==> config.mk <==
export PLATFORM = sky130hd
export DESIGN_NAME = ubg_top
export DESIGN_NICKNAME = d
export VERILOG_FILES = /design/src/logic/ubg_pkg.sv /design/src/logic/ubg_baud_gen.sv /design/src/logic/ubg_uart_tx.sv /design/src/logic/ubg_top.sv
export VERILOG_INCLUDE_DIRS = /design/src /design/src/logic
export SDC_FILE = /design/constraint.sdc
export NUM_CORES = 1
export LEC_CHECK = 0
export BUFFER_PORTS_ARGS = -buffer_cell sky130_fd_sc_hd__clkbuf_2
export CAP_MARGIN = 0
export CORE_ASPECT_RATIO = 1.1
export CORE_UTILIZATION = 30
export CTS_BUF_LIST = sky130_fd_sc_hd__clkbuf_2 sky130_fd_sc_hd__clkbuf_4 sky130_fd_sc_hd__clkbuf_8
export DETAILED_ROUTE_END_ITERATION = 7
export PLACE_DENSITY_LB_ADDON = 0.25
export REMOVE_ABC_BUFFERS = 1
export SYNTH_ARGS = -nofsm -noshare
export SYNTH_HDL_FRONTEND = slang
export SYNTH_SLANG_ARGS = --single-unit
==> constraint.sdc <==
create_clock -name clk_i -period 3.7 [get_ports clk_i]
set_clock_uncertainty 0.15 [all_clocks]
set_input_delay 0.555 -clock clk_i [delete_from_list [all_inputs] [get_ports clk_i]]
set_output_delay 0.555 -clock clk_i [all_outputs]
set_load 0.005 [all_outputs]
==> src/logic/ubg_consts.svh <==
// Register offsets, field positions, reset values and timing counts of the rate generator block
`ifndef UBG_CONSTS_SVH
`define UBG_CONSTS_SVH

// ----------------------------------------
// Register byte addresses
// ----------------------------------------
`define UBG_ADR_BDH 8'h00
`define UBG_ADR_BDL 8'h04
`define UBG_ADR_CTRL1 8'h08
`define UBG_ADR_CTRL2 8'h0C
`define UBG_ADR_STATUS 8'h10
`define UBG_ADR_DATA 8'h14
`define UBG_ADR_MASK 8'h18
`define UBG_ADR_CTRL3 8'h1C
`define UBG_ADR_LINE 8'h20

// ----------------------------------------
// Reset values
// ----------------------------------------
`define UBG_BDL_RST 8'h04
`define UBG_REG_RST 8'h00

// ----------------------------------------
// Field positions
// ----------------------------------------
`define UBG_BDH_BRK_IE 7
`define UBG_BDH_EDGE_IE 6
`define UBG_C1_NINE 4
`define UBG_C1_ADDR_WAKE 3
`define UBG_C1_IDLE_AFTER_STOP 2
`define UBG_C1_PAR_EN 1
`define UBG_C1_PAR_ODD 0
`define UBG_C2_DONE_IE 6
`define UBG_C2_FULL_IE 5
`define UBG_C2_IDLE_IE 4
`define UBG_C2_TX_EN 3
`define UBG_C2_RX_EN 2
`define UBG_C2_RX_SLEEP 1
`define UBG_C2_SEND_BRK 0
`define UBG_C3_TX_INV 4
`define UBG_C3_TX_BIT8 6
`define UBG_C3_RX_BIT8 7
`define UBG_ST_RX_FULL 0
`define UBG_ST_TX_DONE 1
`define UBG_ST_IDLE 2
`define UBG_ST_OVERRUN 3
`define UBG_ST_PAR_ERR 4
`define UBG_ST_FRAME_ERR 5
`define UBG_ST_RX_EDGE 6
`define UBG_ST_LINE_BRK 7

// ----------------------------------------
// Timing counts
// ----------------------------------------
`define UBG_TICKS_PER_BIT 8'h10
`define UBG_TX_BRK_BITS 4'hD
`define UBG_RX_BRK_BITS 8'h0B
`define UBG_IDLE_BITS 8'h0A
`define UBG_RX_BRK_TICKS (8'(`UBG_RX_BRK_BITS * `UBG_TICKS_PER_BIT))

`endif

==> src/logic/ubg_pkg.sv <==
// Types shared by the rate generator, transmitter and register block
package ubg_pkg;

    typedef struct packed {
        logic cyc;
        logic stb;
        logic we;
        logic [7:0] adr;
        logic [3:0] sel;
        logic [31:0] dat;
    } ubg_wb_req_t;

    typedef struct packed {
        logic ack;
        logic [31:0] dat;
    } ubg_wb_rsp_t;

    typedef struct packed {
        logic nine_bit;
        logic par_en;
        logic par_odd;
        logic invert;
    } ubg_tx_cfg_t;

    typedef enum logic [1:0] {
        TX_IDLE = 2'b01,
        TX_SHIFT = 2'b10
    } ubg_tx_st_t;

    typedef enum logic [2:0] {
        RX_IDLE = 3'b001,
        RX_START = 3'b010,
        RX_DATA = 3'b100
    } ubg_rx_st_t;

    typedef struct packed {
        ubg_tx_st_t st;
        logic [12:0] frame;
        logic [3:0] left;
        logic [3:0] sub;
        logic txd;
        logic done;
    } ubg_tx_state_t;

    typedef struct packed {
        logic rx_meta;
        logic rx_sync;
        logic rx_prev;
        logic [7:0] bdh;
        logic [4:0] div_hi;
        logic [7:0] div_lo;
        logic [7:0] ctrl1;
        logic [7:0] ctrl2;
        logic [7:0] ctrl3;
        logic [7:0] mask;
        logic [7:0] status;
        logic armed;
        logic [8:0] rx_data;
        logic rx_full;
        ubg_rx_st_t rx_st;
        logic [3:0] rsub;
        logic [3:0] rbits;
        logic [9:0] rshift;
        logic [7:0] idle_cnt;
        logic idle_done;
        logic [7:0] low_cnt;
        logic brk_done;
        logic tx_pend;
        logic [8:0] tx_dat;
        logic tx_start;
        logic tx_brk;
        ubg_wb_rsp_t rsp;
        logic irq;
    } ubg_top_state_t;

endpackage

==> src/logic/ubg_baud_gen.sv <==
// Modulo down-counter that emits the sixteen-per-bit oversampling tick
module ubg_baud_gen #(
    parameter int DIV_W = 13
) (
    // Clock and reset
    input wire logic clk_i,
    input wire logic rst_i,
    // Control
    input wire logic run_i,
    input wire logic [DIV_W-1:0] div_i,
    // Tick
    output logic tick_o
);
    import ubg_pkg::*;

    typedef struct packed {
        logic [DIV_W-1:0] cnt;
        logic tick;
    } ubg_bg_state_t;

    ubg_bg_state_t s;
    ubg_bg_state_t next_s;

    always_comb begin
        next_s = s;
        next_s.tick = 1'b0;
        if (!run_i || div_i == '0) begin
            // Stopped generator holds no count so a restart ticks at once
            next_s.cnt = '0;
        end else if (s.cnt == '0) begin
            next_s.cnt = div_i - 1'b1;
            next_s.tick = 1'b1;
        end else begin
            next_s.cnt = s.cnt - 1'b1;
        end
    end

    always_ff @(posedge clk_i) begin
        if (rst_i) begin
            s <= '0;
        end else begin
            s <= next_s;
        end
    end

    assign tick_o = s.tick;
endmodule // ubg_baud_gen

==> src/logic/ubg_uart_tx.sv <==
// Transmit shifter: start, data, optional parity, stop, or a long break
`include "ubg_consts.svh"
module ubg_uart_tx (
    // Clock and reset
    input wire logic clk_i,
    input wire logic rst_i,
    // Rate and requests
    input wire logic tick_i,
    input wire logic start_i,
    input wire logic brk_i,
    input wire logic [8:0] data_i,
    input wire ubg_pkg::ubg_tx_cfg_t cfg_i,
    // Line and status
    output logic txd_o,
    output logic busy_o,
    output logic done_o
);
    import ubg_pkg::*;

    ubg_tx_state_t s;
    ubg_tx_state_t next_s;

    always_comb begin
        logic [8:0] pay;
        logic line;
        pay = data_i;
        line = 1'b1;
        next_s = s;
        next_s.done = 1'b0;
        if (cfg_i.par_en) begin
            if (cfg_i.nine_bit) begin
                pay[8] = ^data_i[7:0] ^ cfg_i.par_odd;
            end else begin
                pay[7] = ^data_i[6:0] ^ cfg_i.par_odd;
            end
        end
        unique case (s.st)
            TX_IDLE: begin
                next_s.sub = 4'h0;
                if (brk_i) begin
                    next_s.frame = 13'h0000;
                    next_s.left = `UBG_TX_BRK_BITS;
                    next_s.st = TX_SHIFT;
                end else if (start_i) begin
                    if (cfg_i.nine_bit) begin
                        next_s.frame = {3'h7, pay, 1'b0};
                        next_s.left = 4'hB;
                    end else begin
                        next_s.frame = {4'hF, pay[7:0], 1'b0};
                        next_s.left = 4'hA;
                    end
                    next_s.st = TX_SHIFT;
                end
            end
            TX_SHIFT: begin
                if (tick_i) begin
                    next_s.sub = s.sub + 4'h1;
                    if (s.sub == 4'hF) begin
                        next_s.frame = {1'b1, s.frame[12:1]};
                        next_s.left = s.left - 4'h1;
                        if (s.left == 4'h1) begin
                            next_s.st = TX_IDLE;
                            next_s.done = 1'b1;
                        end
                    end
                end
            end
        endcase
        if (next_s.st == TX_SHIFT) begin
            line = next_s.frame[0];
        end
        next_s.txd = line ^ cfg_i.invert;
    end

    always_ff @(posedge clk_i) begin
        if (rst_i) begin
            s <= '{st: TX_IDLE, txd: 1'b1, default: '0};
        end else begin
            s <= next_s;
        end
    end

    assign txd_o = s.txd;
    assign busy_o = (s.st == TX_SHIFT);
    assign done_o = s.done;
endmodule // ubg_uart_tx

==> src/logic/ubg_top.sv <==
// Serial interface with its rate generator, registers on classic Wishbone
`include "ubg_consts.svh"
module ubg_top #(
    parameter int DIV_W = 13
) (
    // Clock and reset
    input wire logic clk_i,
    input wire logic rst_i,
    // Wishbone slave
    input wire ubg_pkg::ubg_wb_req_t wb_i,
    output ubg_pkg::ubg_wb_rsp_t wb_o,
    // Serial line
    input wire logic rxd_i,
    output logic txd_o,
    // Interrupt
    output logic irq_o
);
    import ubg_pkg::*;

    ubg_top_state_t s;
    ubg_top_state_t next_s;
    logic tick;
    logic tx_busy;
    logic tx_done;
    ubg_tx_cfg_t tx_cfg;

    // ----------------------------------------
    // Shared rate generator and transmitter
    // ----------------------------------------
    ubg_baud_gen #(
        .DIV_W(DIV_W)
    ) u_gen (
        .clk_i(clk_i),
        .rst_i(rst_i),
        .run_i(s.armed),
        .div_i({s.div_hi, s.div_lo}),
        .tick_o(tick)
    );

    assign tx_cfg = '{
        nine_bit: s.ctrl1[`UBG_C1_NINE],
        par_en: s.ctrl1[`UBG_C1_PAR_EN],
        par_odd: s.ctrl1[`UBG_C1_PAR_ODD],
        invert: s.ctrl3[`UBG_C3_TX_INV]
    };

    ubg_uart_tx u_tx (
        .clk_i(clk_i),
        .rst_i(rst_i),
        .tick_i(tick),
        .start_i(s.tx_start),
        .brk_i(s.tx_brk),
        .data_i(s.tx_dat),
        .cfg_i(tx_cfg),
        .txd_o(txd_o),
        .busy_o(tx_busy),
        .done_o(tx_done)
    );

    // ----------------------------------------
    // Next-state logic
    // ----------------------------------------
    always_comb begin
        logic req;
        logic wr;
        logic rd;
        logic re;
        logic te;
        logic nine;
        logic div_nz;
        logic accept;
        logic par_x;
        logic par_bad;
        logic [7:0] evt;
        logic [7:0] en;
        logic [7:0] src;
        logic [7:0] idle_lim;
        logic [9:0] sh;
        logic [8:0] rdat;
        logic [31:0] rval;
        // Ack follows the request by one cycle; effects land at the ack edge
        req = wb_i.cyc & wb_i.stb & ~s.rsp.ack;
        wr = s.rsp.ack & wb_i.cyc & wb_i.stb & wb_i.we;
        rd = s.rsp.ack & wb_i.cyc & wb_i.stb & ~wb_i.we;
        re = s.ctrl2[`UBG_C2_RX_EN];
        te = s.ctrl2[`UBG_C2_TX_EN];
        nine = s.ctrl1[`UBG_C1_NINE];
        div_nz = ({s.div_hi, s.div_lo} != 13'h0000);
        accept = 1'b0;
        evt = 8'h00;
        en = 8'h00;
        src = 8'h00;
        sh = {s.rx_sync, s.rshift[9:1]};
        rdat = 9'h000;
        rval = 32'h0000_0000;
        next_s = s;

        // Two-flop synchroniser; only the second stage feeds logic
        next_s.rx_meta = rxd_i;
        next_s.rx_sync = s.rx_meta;
        next_s.rx_prev = s.rx_sync;
        if (s.rx_prev && !s.rx_sync) begin
            evt[`UBG_ST_RX_EDGE] = 1'b1;
        end

        // Break: a low line held for the break length in ticks
        if (s.rx_sync) begin
            next_s.low_cnt = 8'h00;
            next_s.brk_done = 1'b0;
        end else if (tick && re && !s.brk_done) begin
            next_s.low_cnt = s.low_cnt + 8'h01;
            if (s.low_cnt == `UBG_RX_BRK_TICKS - 8'h01) begin
                next_s.brk_done = 1'b1;
                evt[`UBG_ST_LINE_BRK] = 1'b1;
            end
        end

        // Idle: one flag per stretch of high line, one character long
        if (nine) begin
            idle_lim = 8'((`UBG_IDLE_BITS + 8'h01) * `UBG_TICKS_PER_BIT);
        end else begin
            idle_lim = 8'(`UBG_IDLE_BITS * `UBG_TICKS_PER_BIT);
        end
        if (!s.rx_sync) begin
            next_s.idle_cnt = 8'h00;
            next_s.idle_done = 1'b0;
        end else if (tick && re && !s.idle_done) begin
            next_s.idle_cnt = s.idle_cnt + 8'h01;
            if (s.idle_cnt == idle_lim - 8'h01) begin
                next_s.idle_done = 1'b1;
                evt[`UBG_ST_IDLE] = 1'b1;
                if (!s.ctrl1[`UBG_C1_ADDR_WAKE]) begin
                    next_s.ctrl2[`UBG_C2_RX_SLEEP] = 1'b0;
                end
            end
        end

        // Receiver on the shared tick
        unique case (s.rx_st)
            RX_IDLE: begin
                next_s.rsub = 4'h0;
                if (tick && re && !s.rx_sync) begin
                    next_s.rx_st = RX_START;
                end
            end
            RX_START: begin
                if (tick) begin
                    next_s.rsub = s.rsub + 4'h1;
                    if (s.rsub == 4'h7) begin
                        // Mid start bit: a glitch falls back to idle
                        next_s.rsub = 4'h0;
                        next_s.rbits = 4'h0;
                        if (s.rx_sync) begin
                            next_s.rx_st = RX_IDLE;
                        end else begin
                            next_s.rx_st = RX_DATA;
                        end
                    end
                end
            end
            RX_DATA: begin
                if (tick) begin
                    next_s.rsub = s.rsub + 4'h1;
                    if (s.rsub == 4'hF) begin
                        next_s.rshift = sh;
                        next_s.rbits = s.rbits + 4'h1;
                        if (s.rbits == (nine ? 4'h9 : 4'h8)) begin
                            next_s.rx_st = RX_IDLE;
                            accept = 1'b1;
                        end
                    end
                end
            end
        endcase

        // Completed character: stop bit, parity, wakeup, buffer
        if (nine) begin
            rdat = sh[8:0];
            par_x = ^sh[8:0];
        end else begin
            rdat = {1'b0, sh[8:1]};
            par_x = ^sh[8:1];
        end
        par_bad = s.ctrl1[`UBG_C1_PAR_EN] & (par_x ^ s.ctrl1[`UBG_C1_PAR_ODD]);
        if (accept) begin
            if (!sh[9]) begin
                evt[`UBG_ST_FRAME_ERR] = 1'b1;
            end
            if (par_bad) begin
                evt[`UBG_ST_PAR_ERR] = 1'b1;
            end
            // Address-marked character wakes a sleeping receiver
            if (s.ctrl1[`UBG_C1_ADDR_WAKE] && (nine ? rdat[8] : rdat[7])) begin
                next_s.ctrl2[`UBG_C2_RX_SLEEP] = 1'b0;
            end
            if (!next_s.ctrl2[`UBG_C2_RX_SLEEP]) begin
                if (s.rx_full) begin
                    evt[`UBG_ST_OVERRUN] = 1'b1;
                end else begin
                    next_s.rx_full = 1'b1;
                    next_s.rx_data = rdat;
                    evt[`UBG_ST_RX_FULL] = 1'b1;
                end
            end
            if (s.ctrl1[`UBG_C1_IDLE_AFTER_STOP]) begin
                next_s.idle_cnt = 8'h00;
            end
        end

        // Frames start only on a running, nonzero divisor, else the line would stick low
        next_s.tx_start = 1'b0;
        next_s.tx_brk = 1'b0;
        if (te && s.armed && div_nz && !tx_busy && !s.tx_start && !s.tx_brk) begin
            if (s.ctrl2[`UBG_C2_SEND_BRK]) begin
                next_s.tx_brk = 1'b1;
            end else if (s.tx_pend) begin
                next_s.tx_start = 1'b1;
                next_s.tx_pend = 1'b0;
            end
        end
        if (tx_done) begin
            evt[`UBG_ST_TX_DONE] = 1'b1;
        end

        // Read data is taken at the request and held with ack
        next_s.rsp.ack = req;
        if (req) begin
            case (wb_i.adr)
                `UBG_ADR_BDH: begin
                    rval = {24'h0, s.bdh[7:6], 1'b0, s.bdh[4:0]};
                end
                `UBG_ADR_BDL: begin
                    rval = {24'h0, s.div_lo};
                end
                `UBG_ADR_CTRL1: begin
                    rval = {24'h0, s.ctrl1};
                end
                `UBG_ADR_CTRL2: begin
                    rval = {24'h0, s.ctrl2};
                end
                `UBG_ADR_CTRL3: begin
                    rval = {24'h0, s.rx_data[8], s.ctrl3[6:0]};
                end
                `UBG_ADR_STATUS: begin
                    rval = {24'h0, s.status};
                end
                `UBG_ADR_DATA: begin
                    rval = {24'h0, s.rx_data[7:0]};
                end
                `UBG_ADR_MASK: begin
                    rval = {24'h0, s.mask};
                end
                `UBG_ADR_LINE: begin
                    rval = {31'h0, s.rx_sync};
                end
                default: begin
                    rval = 32'h0000_0000;
                end
            endcase
            next_s.rsp.dat = rval;
        end

        // Register writes; software wins over hardware on control bits
        if (wr) begin
            case (wb_i.adr)
                `UBG_ADR_BDH: begin
                    // Upper bits stay buffered until the lower write
                    next_s.bdh = wb_i.dat[7:0];
                end
                `UBG_ADR_BDL: begin
                    next_s.div_lo = wb_i.dat[7:0];
                    next_s.div_hi = s.bdh[4:0];
                end
                `UBG_ADR_CTRL1: begin
                    next_s.ctrl1 = wb_i.dat[7:0];
                end
                `UBG_ADR_CTRL2: begin
                    next_s.ctrl2 = wb_i.dat[7:0];
                    if (wb_i.dat[`UBG_C2_TX_EN] || wb_i.dat[`UBG_C2_RX_EN]) begin
                        next_s.armed = 1'b1;
                    end
                end
                `UBG_ADR_CTRL3: begin
                    next_s.ctrl3 = wb_i.dat[7:0];
                end
                `UBG_ADR_DATA: begin
                    next_s.tx_pend = 1'b1;
                    next_s.tx_dat = {s.ctrl3[`UBG_C3_TX_BIT8], wb_i.dat[7:0]};
                end
                `UBG_ADR_MASK: begin
                    next_s.mask = wb_i.dat[7:0];
                end
                default: begin
                end
            endcase
        end
        if (rd && wb_i.adr == `UBG_ADR_DATA && !evt[`UBG_ST_RX_FULL]) begin
            next_s.rx_full = 1'b0;
        end

        // A flag raised in the cycle of its clearing read stays set
        if (rd && wb_i.adr == `UBG_ADR_STATUS) begin
            next_s.status = evt;
        end else begin
            next_s.status = s.status | evt;
        end
        en[`UBG_ST_LINE_BRK] = next_s.bdh[`UBG_BDH_BRK_IE];
        en[`UBG_ST_RX_EDGE] = next_s.bdh[`UBG_BDH_EDGE_IE];
        en[`UBG_ST_RX_FULL] = next_s.ctrl2[`UBG_C2_FULL_IE];
        en[`UBG_ST_TX_DONE] = next_s.ctrl2[`UBG_C2_DONE_IE];
        en[`UBG_ST_IDLE] = next_s.ctrl2[`UBG_C2_IDLE_IE];
        en[`UBG_ST_OVERRUN] = 1'b1;
        en[`UBG_ST_PAR_ERR] = 1'b1;
        en[`UBG_ST_FRAME_ERR] = 1'b1;
        src = next_s.status;
        // Receive-full asks while the buffer holds data, not only once
        src[`UBG_ST_RX_FULL] = next_s.rx_full;
        // A set mask bit holds its source back
        next_s.irq = |(src & en & ~next_s.mask);
    end

    always_ff @(posedge clk_i) begin
        if (rst_i) begin
            // Line samples reset to idle high, so no false edge follows reset
            s <= '{
                rx_meta: 1'b1,
                rx_sync: 1'b1,
                rx_prev: 1'b1,
                div_lo: `UBG_BDL_RST,
                rx_st: RX_IDLE,
                default: '0
            };
        end else begin
            s <= next_s;
        end
    end

    assign wb_o = s.rsp;
    assign irq_o = s.irq;
endmodule // ubg_top

## After elaboration in Yosys (flattened, before gate mapping)

Cells that the tools add are included.
W data, S select, Z words.

| word-level totals | value |
|---|---|
| bits in writable memories | 0 |
| memories | 0 |
| latch bits | 0 |
| word-level logic and storage cells | 237 |
| output and inout bits | 35 |
| flip-flop bits (word level) | 199 |
| input bits | 50 |
| ROM bits | 0 |

| operators by class | value |
|---|---|
| reduce and logical (&&, ||, !) cells | 55 |
| div/mod/pow operators | 0 |
| add/subtract/negate cells | 9 |
| eq/ne operators | 30 |
| mux-type cells | 79 |
| multipliers | 0 |
| magnitude comparators | 0 |
| bitwise gates (word level) | 24 |
| shifts and indexed selects | 0 |

Operators with widths:

| operator | count |
|---|---|
| $pmux W8 S9 | 1 |
| $mux W8 | 8 |
| $mux W19 | 3 |
| $mux W53 | 1 |
| $pmux W23 S2 | 1 |
| $mux W1 | 42 |
| $eq A8 B5 Y1 const B | 4 |
| $mux W14 | 2 |
| $mux W9 | 3 |
| $logic_not A13 Y1 | 2 |
| $mux W13 | 2 |
| $sub A13 B1 Y13 const B | 2 |
| $mux W23 | 1 |
| $mux W11 | 2 |
| $mux W21 | 1 |
| $pmux W7 S3 | 1 |
| $mux W10 | 2 |
| $reduce_and A2 Y1 | 9 |
| $add A8 B1 Y8 const B | 2 |
| $and A8 B8 Y8 | 2 |
| $eq A8 B4 Y1 const B | 2 |
| $reduce_xor A8 Y1 | 2 |
| $mux W3 | 5 |
| $logic_and A1 B1 Y1 | 14 |
| other kinds (41) | 83 |

## Depth between registers and ports, before layout

Gate-level depths: netlist of run 1.

| logic depth | value |
|---|---|
| depth in word-level cells | 16 |
| depth in mapped cells | 11 |
| depth with buffers taken out | 9 |

## Cells and area by module

Synthesis of run 1 repeated with hierarchy kept, for this count alone.

| second synthesis, totals | value |
|---|---|
| cell total of the unflattened synthesis | 963 |
| area total of the unflattened synthesis | 8285.4 um^2 |

By module, submodules not included:

| module | cells each | area each (um^2) | instances | seq. area each (um^2) |
|---|---|---|---|---|
| ubg_top | 721 | 6147.1 | 1 | 2662.6 |
| ubg_uart_tx | 132 | 1203.7 | 1 | 500.5 |
| ubg_baud_gen | 110 | 934.6 | 1 | 280.3 |

## Worst setup path after synthesis of run 1

OpenSTA, ideal clock, no wires.

| timing | value |
|---|---|
| path kind | register -> register |
| start | reg u_gen.s[6] (netlist bit) |
| end | reg u_gen.s[9] (netlist bit) |
| period minus slack after synthesis | 2776 ps |
| data arrival time | 2504 ps |
| stages on the path, launching flop included | 12 |
| required time | 3428 ps |
| path slack | 924 ps |
| buffers on the path | 2 |
| setup time | 122 ps |
| cell sequence | dfxtp_1 > or4_1 > buf_2 > nor4_2 > buf_6 > a21oi_1 > ha_1 > nand2_1 > a211o_1 > or3_1 > mux2i_1 > a21oi_1 |

| on the way | value |
|---|---|
| longest elaborated chain between the ends | 2 |
| elaborated cells on any way between the ends | 3 |
| those cells by class | 1 x add/sub; 1 x mux; 1 x reduce/logical |

Ends and longest elaborated chain:

| item | line | RTL |
|---|---|---|
| from (decl) | ubg_baud_gen.sv:21 | `ubg_bg_state_t s;` |
| from (signal assigned) | ubg_baud_gen.sv:42 | `s <= next_s;` |
| $sub A13 B1 Y13 / $logic_not A13 Y1 (equally long branches) | ubg_baud_gen.sv:34, ubg_baud_gen.sv:30 |  |
| $mux W13 (*) | ubg_baud_gen.sv:30 | `end else if (s.cnt == '0) begin` |

Every way passes the cells marked *; elsewhere a longest branch is shown, timed or not.
A chain may end at the register's enable or synchronous reset.

## Worst setup path after layout of run 1

| timing | value |
|---|---|
| start | reg s[78] (netlist bit) |
| end | reg s[87] (netlist bit) |

| on the way | value |
|---|---|
| longest elaborated chain between the ends | 5 |

Ends and longest elaborated chain:

| item | line | RTL |
|---|---|---|
| from (decl) | ubg_top.sv:20 | `ubg_top_state_t s;` |
| from (signal assigned) | ubg_top.sv:325 | `s <= '{` |
| from (signal assigned) | ubg_top.sv:334 | `s <= next_s;` |
| $eq A4 B4 Y1 | ubg_top.sv:164 | `if (s.rsub == 4'hF) begin` |
| $mux W1 | ubg_top.sv:164 |  |
| $mux W1 | ubg_top.sv:162 | `if (tick) begin` |
| $mux W1 | ubg_top.sv:139 | `unique case (s.rx_st)` |
| $reduce_and A3 Y1 (no line) | n/a |  |

Every way passes these cells.

==> metrics, run 1 <==
register area 3440 µm²; GRT Total Usage 15.5%; DP HPWL 14.3 mm; final worst slack 936 ps; Max Slew Vio Count 0; post-route cell area 8840 µm²; vias in the first global route 6,095; post-synth top area share 42.6%; Crit-path slowest cell or4_1; clock root buffer clkbuf_8; reg-to-reg slack, setup 940 ps; initial antenna violation count 0; antenna-violating nets left 0; post-layout util 33.6%; hold buffers post-CTS 0; startpoint of the worst hold path rxd_i; Final Hold Fails 0; CTS HTree Levels 4; first-pass GRT wire length 33.1 mm; Fin Setup TNS 0 ps; R2R Path End s[87]$_SDFFE_PP0P_; CP Class reg -> reg; vias per inst 4.97; Die X 158 µm; Post-CTS Setup Inserts 0; Final setup viols 0; top-count cell post-synth dfxtp_1; LEAKAGE 3.08 nW; minimum clock period 2760 ps; top post-synthesis cells by area dfxtp_1, a21oi_1, nor2_1; drt first-iter violations 553; Synth cell types 75; GPL Wtd Cong 0.787; largest net degree at the start of global routing 128; clk slew on worst S/H paths 100 ps; worst-margin pin slew 829 ps; FF+latch count, synth 172; row count 62; Reg2Reg Launch Point s[78]$_SDFFE_PP0P_; crit start category register; Ys Warns 0; Fmax achieved 0.362 GHz; CTS sink cnt 172; Hold EP next_s[158]$_SDFF_PP1_; Max FO, Critical Path 18; TritonCTS clock tree built; Post-synth top flop dfxtp_1; GRT overflow 0; DR vias 6,574; antenna fix cells 0; max_cap viols 0; DRC Markers 0; Async SR Flop Fraction 0%; peak supply drop 0.213 mV; leading area contributor after synthesis dfxtp_1; Critical Path Max Stage Delay 610 ps; drt first pass iters 5; layout cells sized above 1 11.4%; # IOs 85; I/O Buffers 32; sequential-to-total area share from yosys stat 42.6%; DRT Wirelength 20.5 mm; crit end category register; Area Growth Syn to Fin 9.38%; Post-synth EDFFs 0; Core Area 26,300 µm²; die height 174 µm; Layout fillers 2,786; DIE AREA 27,600 µm²; worst r2r path cells 8; Mapped Area 8080 µm²; most frequent cells after synthesis dfxtp_1, nor2_1, nand2_1; critical path cell sequence ha_1 > nand3_1 > or4_1 > a31oi_1 > and2b_1 > buf_4 > nor2_1 > a211oi_1; cells after synthesis 952; fin nets 1,017; multi-input logic area 4200 µm²; RSZ-0062 raised after global routing no; Final Cycle Share 74.7%; data required time of the worst path 3930 ps; Worst Path Arrival 2990 ps; Initial Util 30.7%; Power per Cell Area 371 nW/µm²; post-synthesis area per instance 8.49 µm²; Min-Delay Path Class in -> reg; clk_lat worst skew 470 ps; DP Area 8460 µm²; status complete, no violations; Clock Path Buffers 2; CTS resizes 0; hold path cells 2; number of buffers created by CTS 17; Slew headroom 44.2%; Routed WL per cell 15.5 µm; Place WS 709 ps
==> worst max-delay path: cells and delay by family (launching register included) <==
kind	cells	cell delay [ps]
adder cells (fa/ha/maj)	1	240
AO/OA/AOI/OAI	2	470
buffers and inverters	1	260
flip-flops	1	400
AND/OR/NAND/NOR	4	1160
==> layout make-up <==
class | count | share of cell area (%)
well taps | 352 | 4.98
multi-input cells | 705 | 47.5
inverters | 9 | 0.382
clock buffers | 17 | 2.65
clock inverters | 15 | 1.64
repair buffers | 54 | 3.85
flip-flops and latches | 172 | 39.0
==> layer usage <==
layer	global-route usage, %	vias to the layer above	share of wire, %	wire, µm
met3	3.02	18	3.0	610
met2	24.5	110	46	9540
met5	0	-	0	0
met1	21.2	3105	49	10100
li1	-	3341	-	-
met4	4.65	0	1.3	259
==> power breakdown <==
| part | switching, mW | internal, mW |
|---|---|---|
| combinational | 0.0783 | 0.0293 |
| clock | 0.804 | 0.505 |
| sequential | 0.00650 | 1.86 |
| total | 0.889 | 2.39 |
==> kinds of logic after synthesis <==
kind of cell	synth area share [%]
simple gates	23.7
buf+inv	6.46
other cells	0.0464
xor+xnor	5.33
mux	4.41
compound gates	16.2
fa+ha+maj	1.24
flops	42.6
==> worst max-delay path by stage <==
stage,start,to,slack (ps),cells after the start
after floorplan,wb_i[44],irq_o$_SDFF_PP0_,410,6
after global placement,wb_i[41],irq_o$_SDFF_PP0_,690,7
after detailed placement,wb_i[41],irq_o$_SDFF_PP0_,710,7
after CTS,s[78]$_SDFFE_PP0P_,s[87]$_SDFFE_PP0P_,900,8
after global routing,s[78]$_SDFFE_PP0P_,s[87]$_SDFFE_PP0P_,680,8
final,s[78]$_SDFFE_PP0P_,s[87]$_SDFFE_PP0P_,940,8
==> cells in the final DEF, fill, tap and decap left out, types with 4 or more instances in the layout <==
| cell type | Yosys | routed |
|---|---|---|
| dfxtp_1 | 172 | 172 |
| nor2_1 | 112 | 112 |
| nand2_1 | 101 | 101 |
| a21oi_1 | 88 | 88 |
| nand3_1 | 61 | 61 |
| a22oi_1 | 35 | 35 |
| clkbuf_2 | 0 | 31 |
| mux2i_1 | 30 | 30 |
| xnor2_1 | 26 | 26 |
| o21ai_0 | 24 | 24 |
| conb_1 | 1 | 24 |
| buf_4 | 34 | 22 |
| xor2_1 | 18 | 18 |
| clkbuf_8 | 0 | 17 |
| nor3_1 | 14 | 14 |
| and2_1 | 14 | 14 |
| a211oi_1 | 11 | 11 |
| inv_1 | 9 | 9 |
| a222oi_1 | 9 | 9 |
| nand4_1 | 8 | 8 |
| nor2b_1 | 8 | 8 |
| ha_1 | 8 | 8 |
| nand2b_1 | 7 | 7 |
| and3_1 | 6 | 6 |
| nand3b_1 | 6 | 6 |
| inv_8 | 0 | 6 |
| nor4_1 | 5 | 5 |
| or2_2 | 5 | 5 |
| mux2_2 | 5 | 5 |
| inv_6 | 0 | 5 |
| or4_1 | 4 | 4 |
| and4_1 | 4 | 4 |
| or3_1 | 4 | 4 |
| nor3b_1 | 4 | 4 |
==> state kept, by name, indices dropped and copies added (netlist names) <==
name,flops
s,121
u_tx.s,23
u_gen.s,13
wb_o,9
next_s,2
irq_o,1
u_gen.tick_o,1
u_tx.done_o,1
u_tx.txd_o,1
==> stage by stage <==
step	power [mW]	hold slack, ps	instances
finish	3.28	105	1324
global route	3.41	67.1	1324
CTS	3.31	77.6	1324
detailed placement	2.01	242	1292
global placement	2.01	242	1292
floorplan	1.94	239	886
No activity file was read; power rests on OpenSTA's default activity.
==> inputs of run 2 (changes only) <==
Settings changed: ABC_AREA set to 1.
Clock period 3.7 ns to 2.4 ns, I/O delays scaled along.
==> metrics, run 2 <==
status finished, violations left (was complete, no violations); failing checks design-rule violations; Slew headroom 46.2% (was 44.2%); Mapped Area 8460 µm² (was 8080 µm²); crit end category register (unchanged); biggest regs s (121), u_tx.s (23), u_gen.s (13) (unchanged); vias per inst 4.73 (was 4.97); GPL Wtd Cong 0.845 (was 0.787); GRT overflow 0 (unchanged); DIE AREA 28,900 µm² (was 27,600 µm²); Final setup viols 0 (unchanged); layout cells sized above 1 12.5% (was 11.4%); largest family of logic cells by synthesized area simple AND/OR/NAND/NOR gates (unchanged); Post-synth top flop dfxtp_1 (unchanged); post-synthesis area per instance 7.26 µm² (was 8.49 µm²); I/O Buffers 32 (unchanged); Power per Cell Area 564 nW/µm² (was 371 nW/µm²); minimum clock period 2170 ps (was 2760 ps); top-count cell post-synth nand2_1 (was dfxtp_1); xor/xnor share of the synthesized area 2.88% (was 5.33%); Ys Warns 0 (unchanged); crit start category register (unchanged); largest net degree at the start of global routing 69 (was 128); DRT Wirelength 22.0 mm (was 20.5 mm); TritonCTS clock tree built (unchanged); Reg2Reg Launch Point wb_o[32]$_SDFF_PP0_ (was s[78]$_SDFFE_PP0P_); Worst Setup SP wb_o[32]$_SDFF_PP0_ (was s[78]$_SDFFE_PP0P_); top post-synthesis cells by area dfxtp_1, nand2_1, a21oi_1 (was dfxtp_1, a21oi_1, nor2_1); RSZ-0062 raised after global routing no (unchanged); synthesized-area fraction occupied by and/or/nand/nor cells 25.3% (was 23.7%); most frequent cells in the layout nand2_1, dfxtp_1, inv_1 (was dfxtp_1, nor2_1, nand2_1); initial antenna violation count 0 (unchanged); Area Growth Syn to Fin 10.6% (was 9.38%); Initial Util 30.4% (was 30.7%); DP Area 8940 µm² (was 8460 µm²); fin nets 1,258 (was 1,017); die height 178 µm (was 174 µm); number of flip-flops in the largest register 121 (unchanged); Synth Area in Adders 1.18% (was 1.24%); Clock Path Buffers 2 (unchanged); DR vias 7,448 (was 6,574); post-synth top area share 40.7% (was 42.6%); CTS sink cnt 172 (unchanged); drt first-iter violations 466 (was 553); Tot Pwr 5.28 mW (was 3.28 mW); Async SR Flop Fraction 0% (unchanged); Layout fillers 2,990 (was 2,786); drt first pass iters 8 (was 5); first-pass GRT wire length 35.8 mm (was 33.1 mm); LEAKAGE 3.66 nW (was 3.08 nW); Fmax achieved 0.460 GHz (was 0.362 GHz); Routed WL per cell 14.0 µm (was 15.5 µm); DP HPWL 16.4 mm (was 14.3 mm); clock root buffer clkbuf_8 (unchanged); CTS HTree Levels 4 (unchanged); CP Class reg -> reg (unchanged); DRC Markers 1 (was 0); number of buffers created by CTS 17 (unchanged); most frequent cells after synthesis nand2_1, dfxtp_1, inv_1 (was dfxtp_1, nor2_1, nand2_1); leading area contributor after synthesis dfxtp_1 (unchanged); placed insts 1,541 (was 1,292); startpoint of the worst hold path wb_i[7] (was rxd_i); Worst Path Arrival 2430 ps (was 2990 ps); clk slew on worst S/H paths 100 ps (about the same); Layout Cells excl Fill 1,575 (was 1,324); peak supply drop 0.321 mV (was 0.213 mV); clk_lat worst skew 470 ps (about the same); antenna fix cells 0 (unchanged); # IOs 85 (unchanged); Min-Delay Path Class in -> reg (unchanged); row count 64 (was 62); worst-margin pin slew 801 ps (was 829 ps); Die X 162 µm (was 158 µm); Max Slew Vio Count 0 (unchanged); Biggest register s (unchanged); data required time of the worst path 2660 ps (was 3930 ps); vias in the first global route 7,103 (was 6,095); Fin Setup TNS 0 ps (unchanged); cells after synthesis 1,166 (was 952); Final Cycle Share 90.6% (was 74.7%); multiplexer share of the synthesized area 0.118% (was 4.41%); Core Area 27,800 µm² (was 26,300 µm²); post-route cell area 9360 µm² (was 8840 µm²); Synth Area in Compound Gates 18.1% (was 16.2%); Final Hold Fails 0 (unchanged); sequential-to-total area share from yosys stat 40.7% (was 42.6%); GRT Total Usage 15.8% (was 15.5%); Post-synth EDFFs 0 (unchanged); most common cell after layout, fill and taps aside nand2_1 (was dfxtp_1); Synth cell types 53 (was 75); FF+latch count, synth 172 (unchanged); max_cap viols 0 (unchanged); antenna-violating nets left 0 (unchanged); Max FO, Critical Path 11 (was 18)
-- run 2: cell types whose count changed in the layout (fill, tap and decap cells not counted), sizes merged, moves of 15 or more --
cell,delta
mux2i,-29
xnor2,-15
nand2,+114
o21ai,+85
inv,+129
and2,-16
a21oi,+35
a22oi,-35
-- run 2: cell families (layout without fill, tap and decap cells) --
logic type / count (synthesis) / in the layout
AND/OR/NAND/NOR: 463 / 463
multiplexers: 1 / 1
buffers and inverters: 217 / 240
AO/OA/AOI/OAI: 277 / 277
XOR/XNOR: 27 / 27
other: 1 / 24
flip-flops: 172 / 172
adder cells (fa/ha/maj): 8 / 8
-- run 2: path summary, 6_finish.rpt --
check                                end  slack, ps  cells after the start
setup / recovery        irq_o$_SDFF_PP0_        230                     12
hold / removal         s[111]$_SDFF_PP0_        170                      3
setup reg to reg        irq_o$_SDFF_PP0_        230                     12
hold reg to reg   next_s[157]$_SDFF_PP1_        260                      1
-- run 2: worst max-delay path, cell delays in order (launching register included) --
cell and delay [ps]:
dfxtp_1 360, nand3_1 140, nor2_4 320, nand2_1 320, inv_1 210, nand2_1 90, nand2_1 120, nand3_1 90
nand2_1 90, nor2_1 40, nand3_1 50, nand2_1 50, nand2_1 80
-- run 2: what timing repair did --
item                                    4_1_cts  5_1_grt
buffers inserted                              0        2
hold buffers                                  1        0
hold endpoints to repair                      1        0
endpoints found under the setup margin        0        1
gates resized for setup                       0        1
-- run 2: per-layer routing --
metal  wire length (µm)  up-vias  GRT usage [%]
met2              10800      124           27.8
met1              10200     3450           19.6
met5                  0        -              0
met4                343        0           5.15
li1                   -     3854              -
met3                612       20           2.56
-- run 2: power breakdown --
| group | leakage (nW) | switching (mW) | internal, mW |
|---|---|---|---|
| Clock | 0.201 | 1.10 | 0.971 |
| Sequential | 1.39 | 0.0256 | 2.88 |
| Combinational | 2.07 | 0.221 | 0.0879 |
| Total | 3.66 | 1.35 | 3.94 |
-- run 2: final cells by class --
cell class / count / area, µm² / share of cell area [%]
timing repair buffer: 62 / 400 / 4.28
multi-input combinational: 800 / 4110 / 44.0
inverter: 147 / 557 / 5.95
tap: 363 / 454 / 4.85
sequential: 172 / 3440 / 36.8
clock buffer: 19 / 255 / 2.73
clock inverter: 12 / 135 / 1.44
-- run 2: metrics by stage --
stage / utilization, % / hold WS, ps / worst slack, ps
after floorplan: - / 239 / 363
after global placement: 32.2 / 244 / 170
after detailed placement: 32.2 / 242 / 170
after CTS: 33.6 / 130 / 226
after global routing: 33.7 / 139 / 13.6
final: 33.7 / 171 / 225
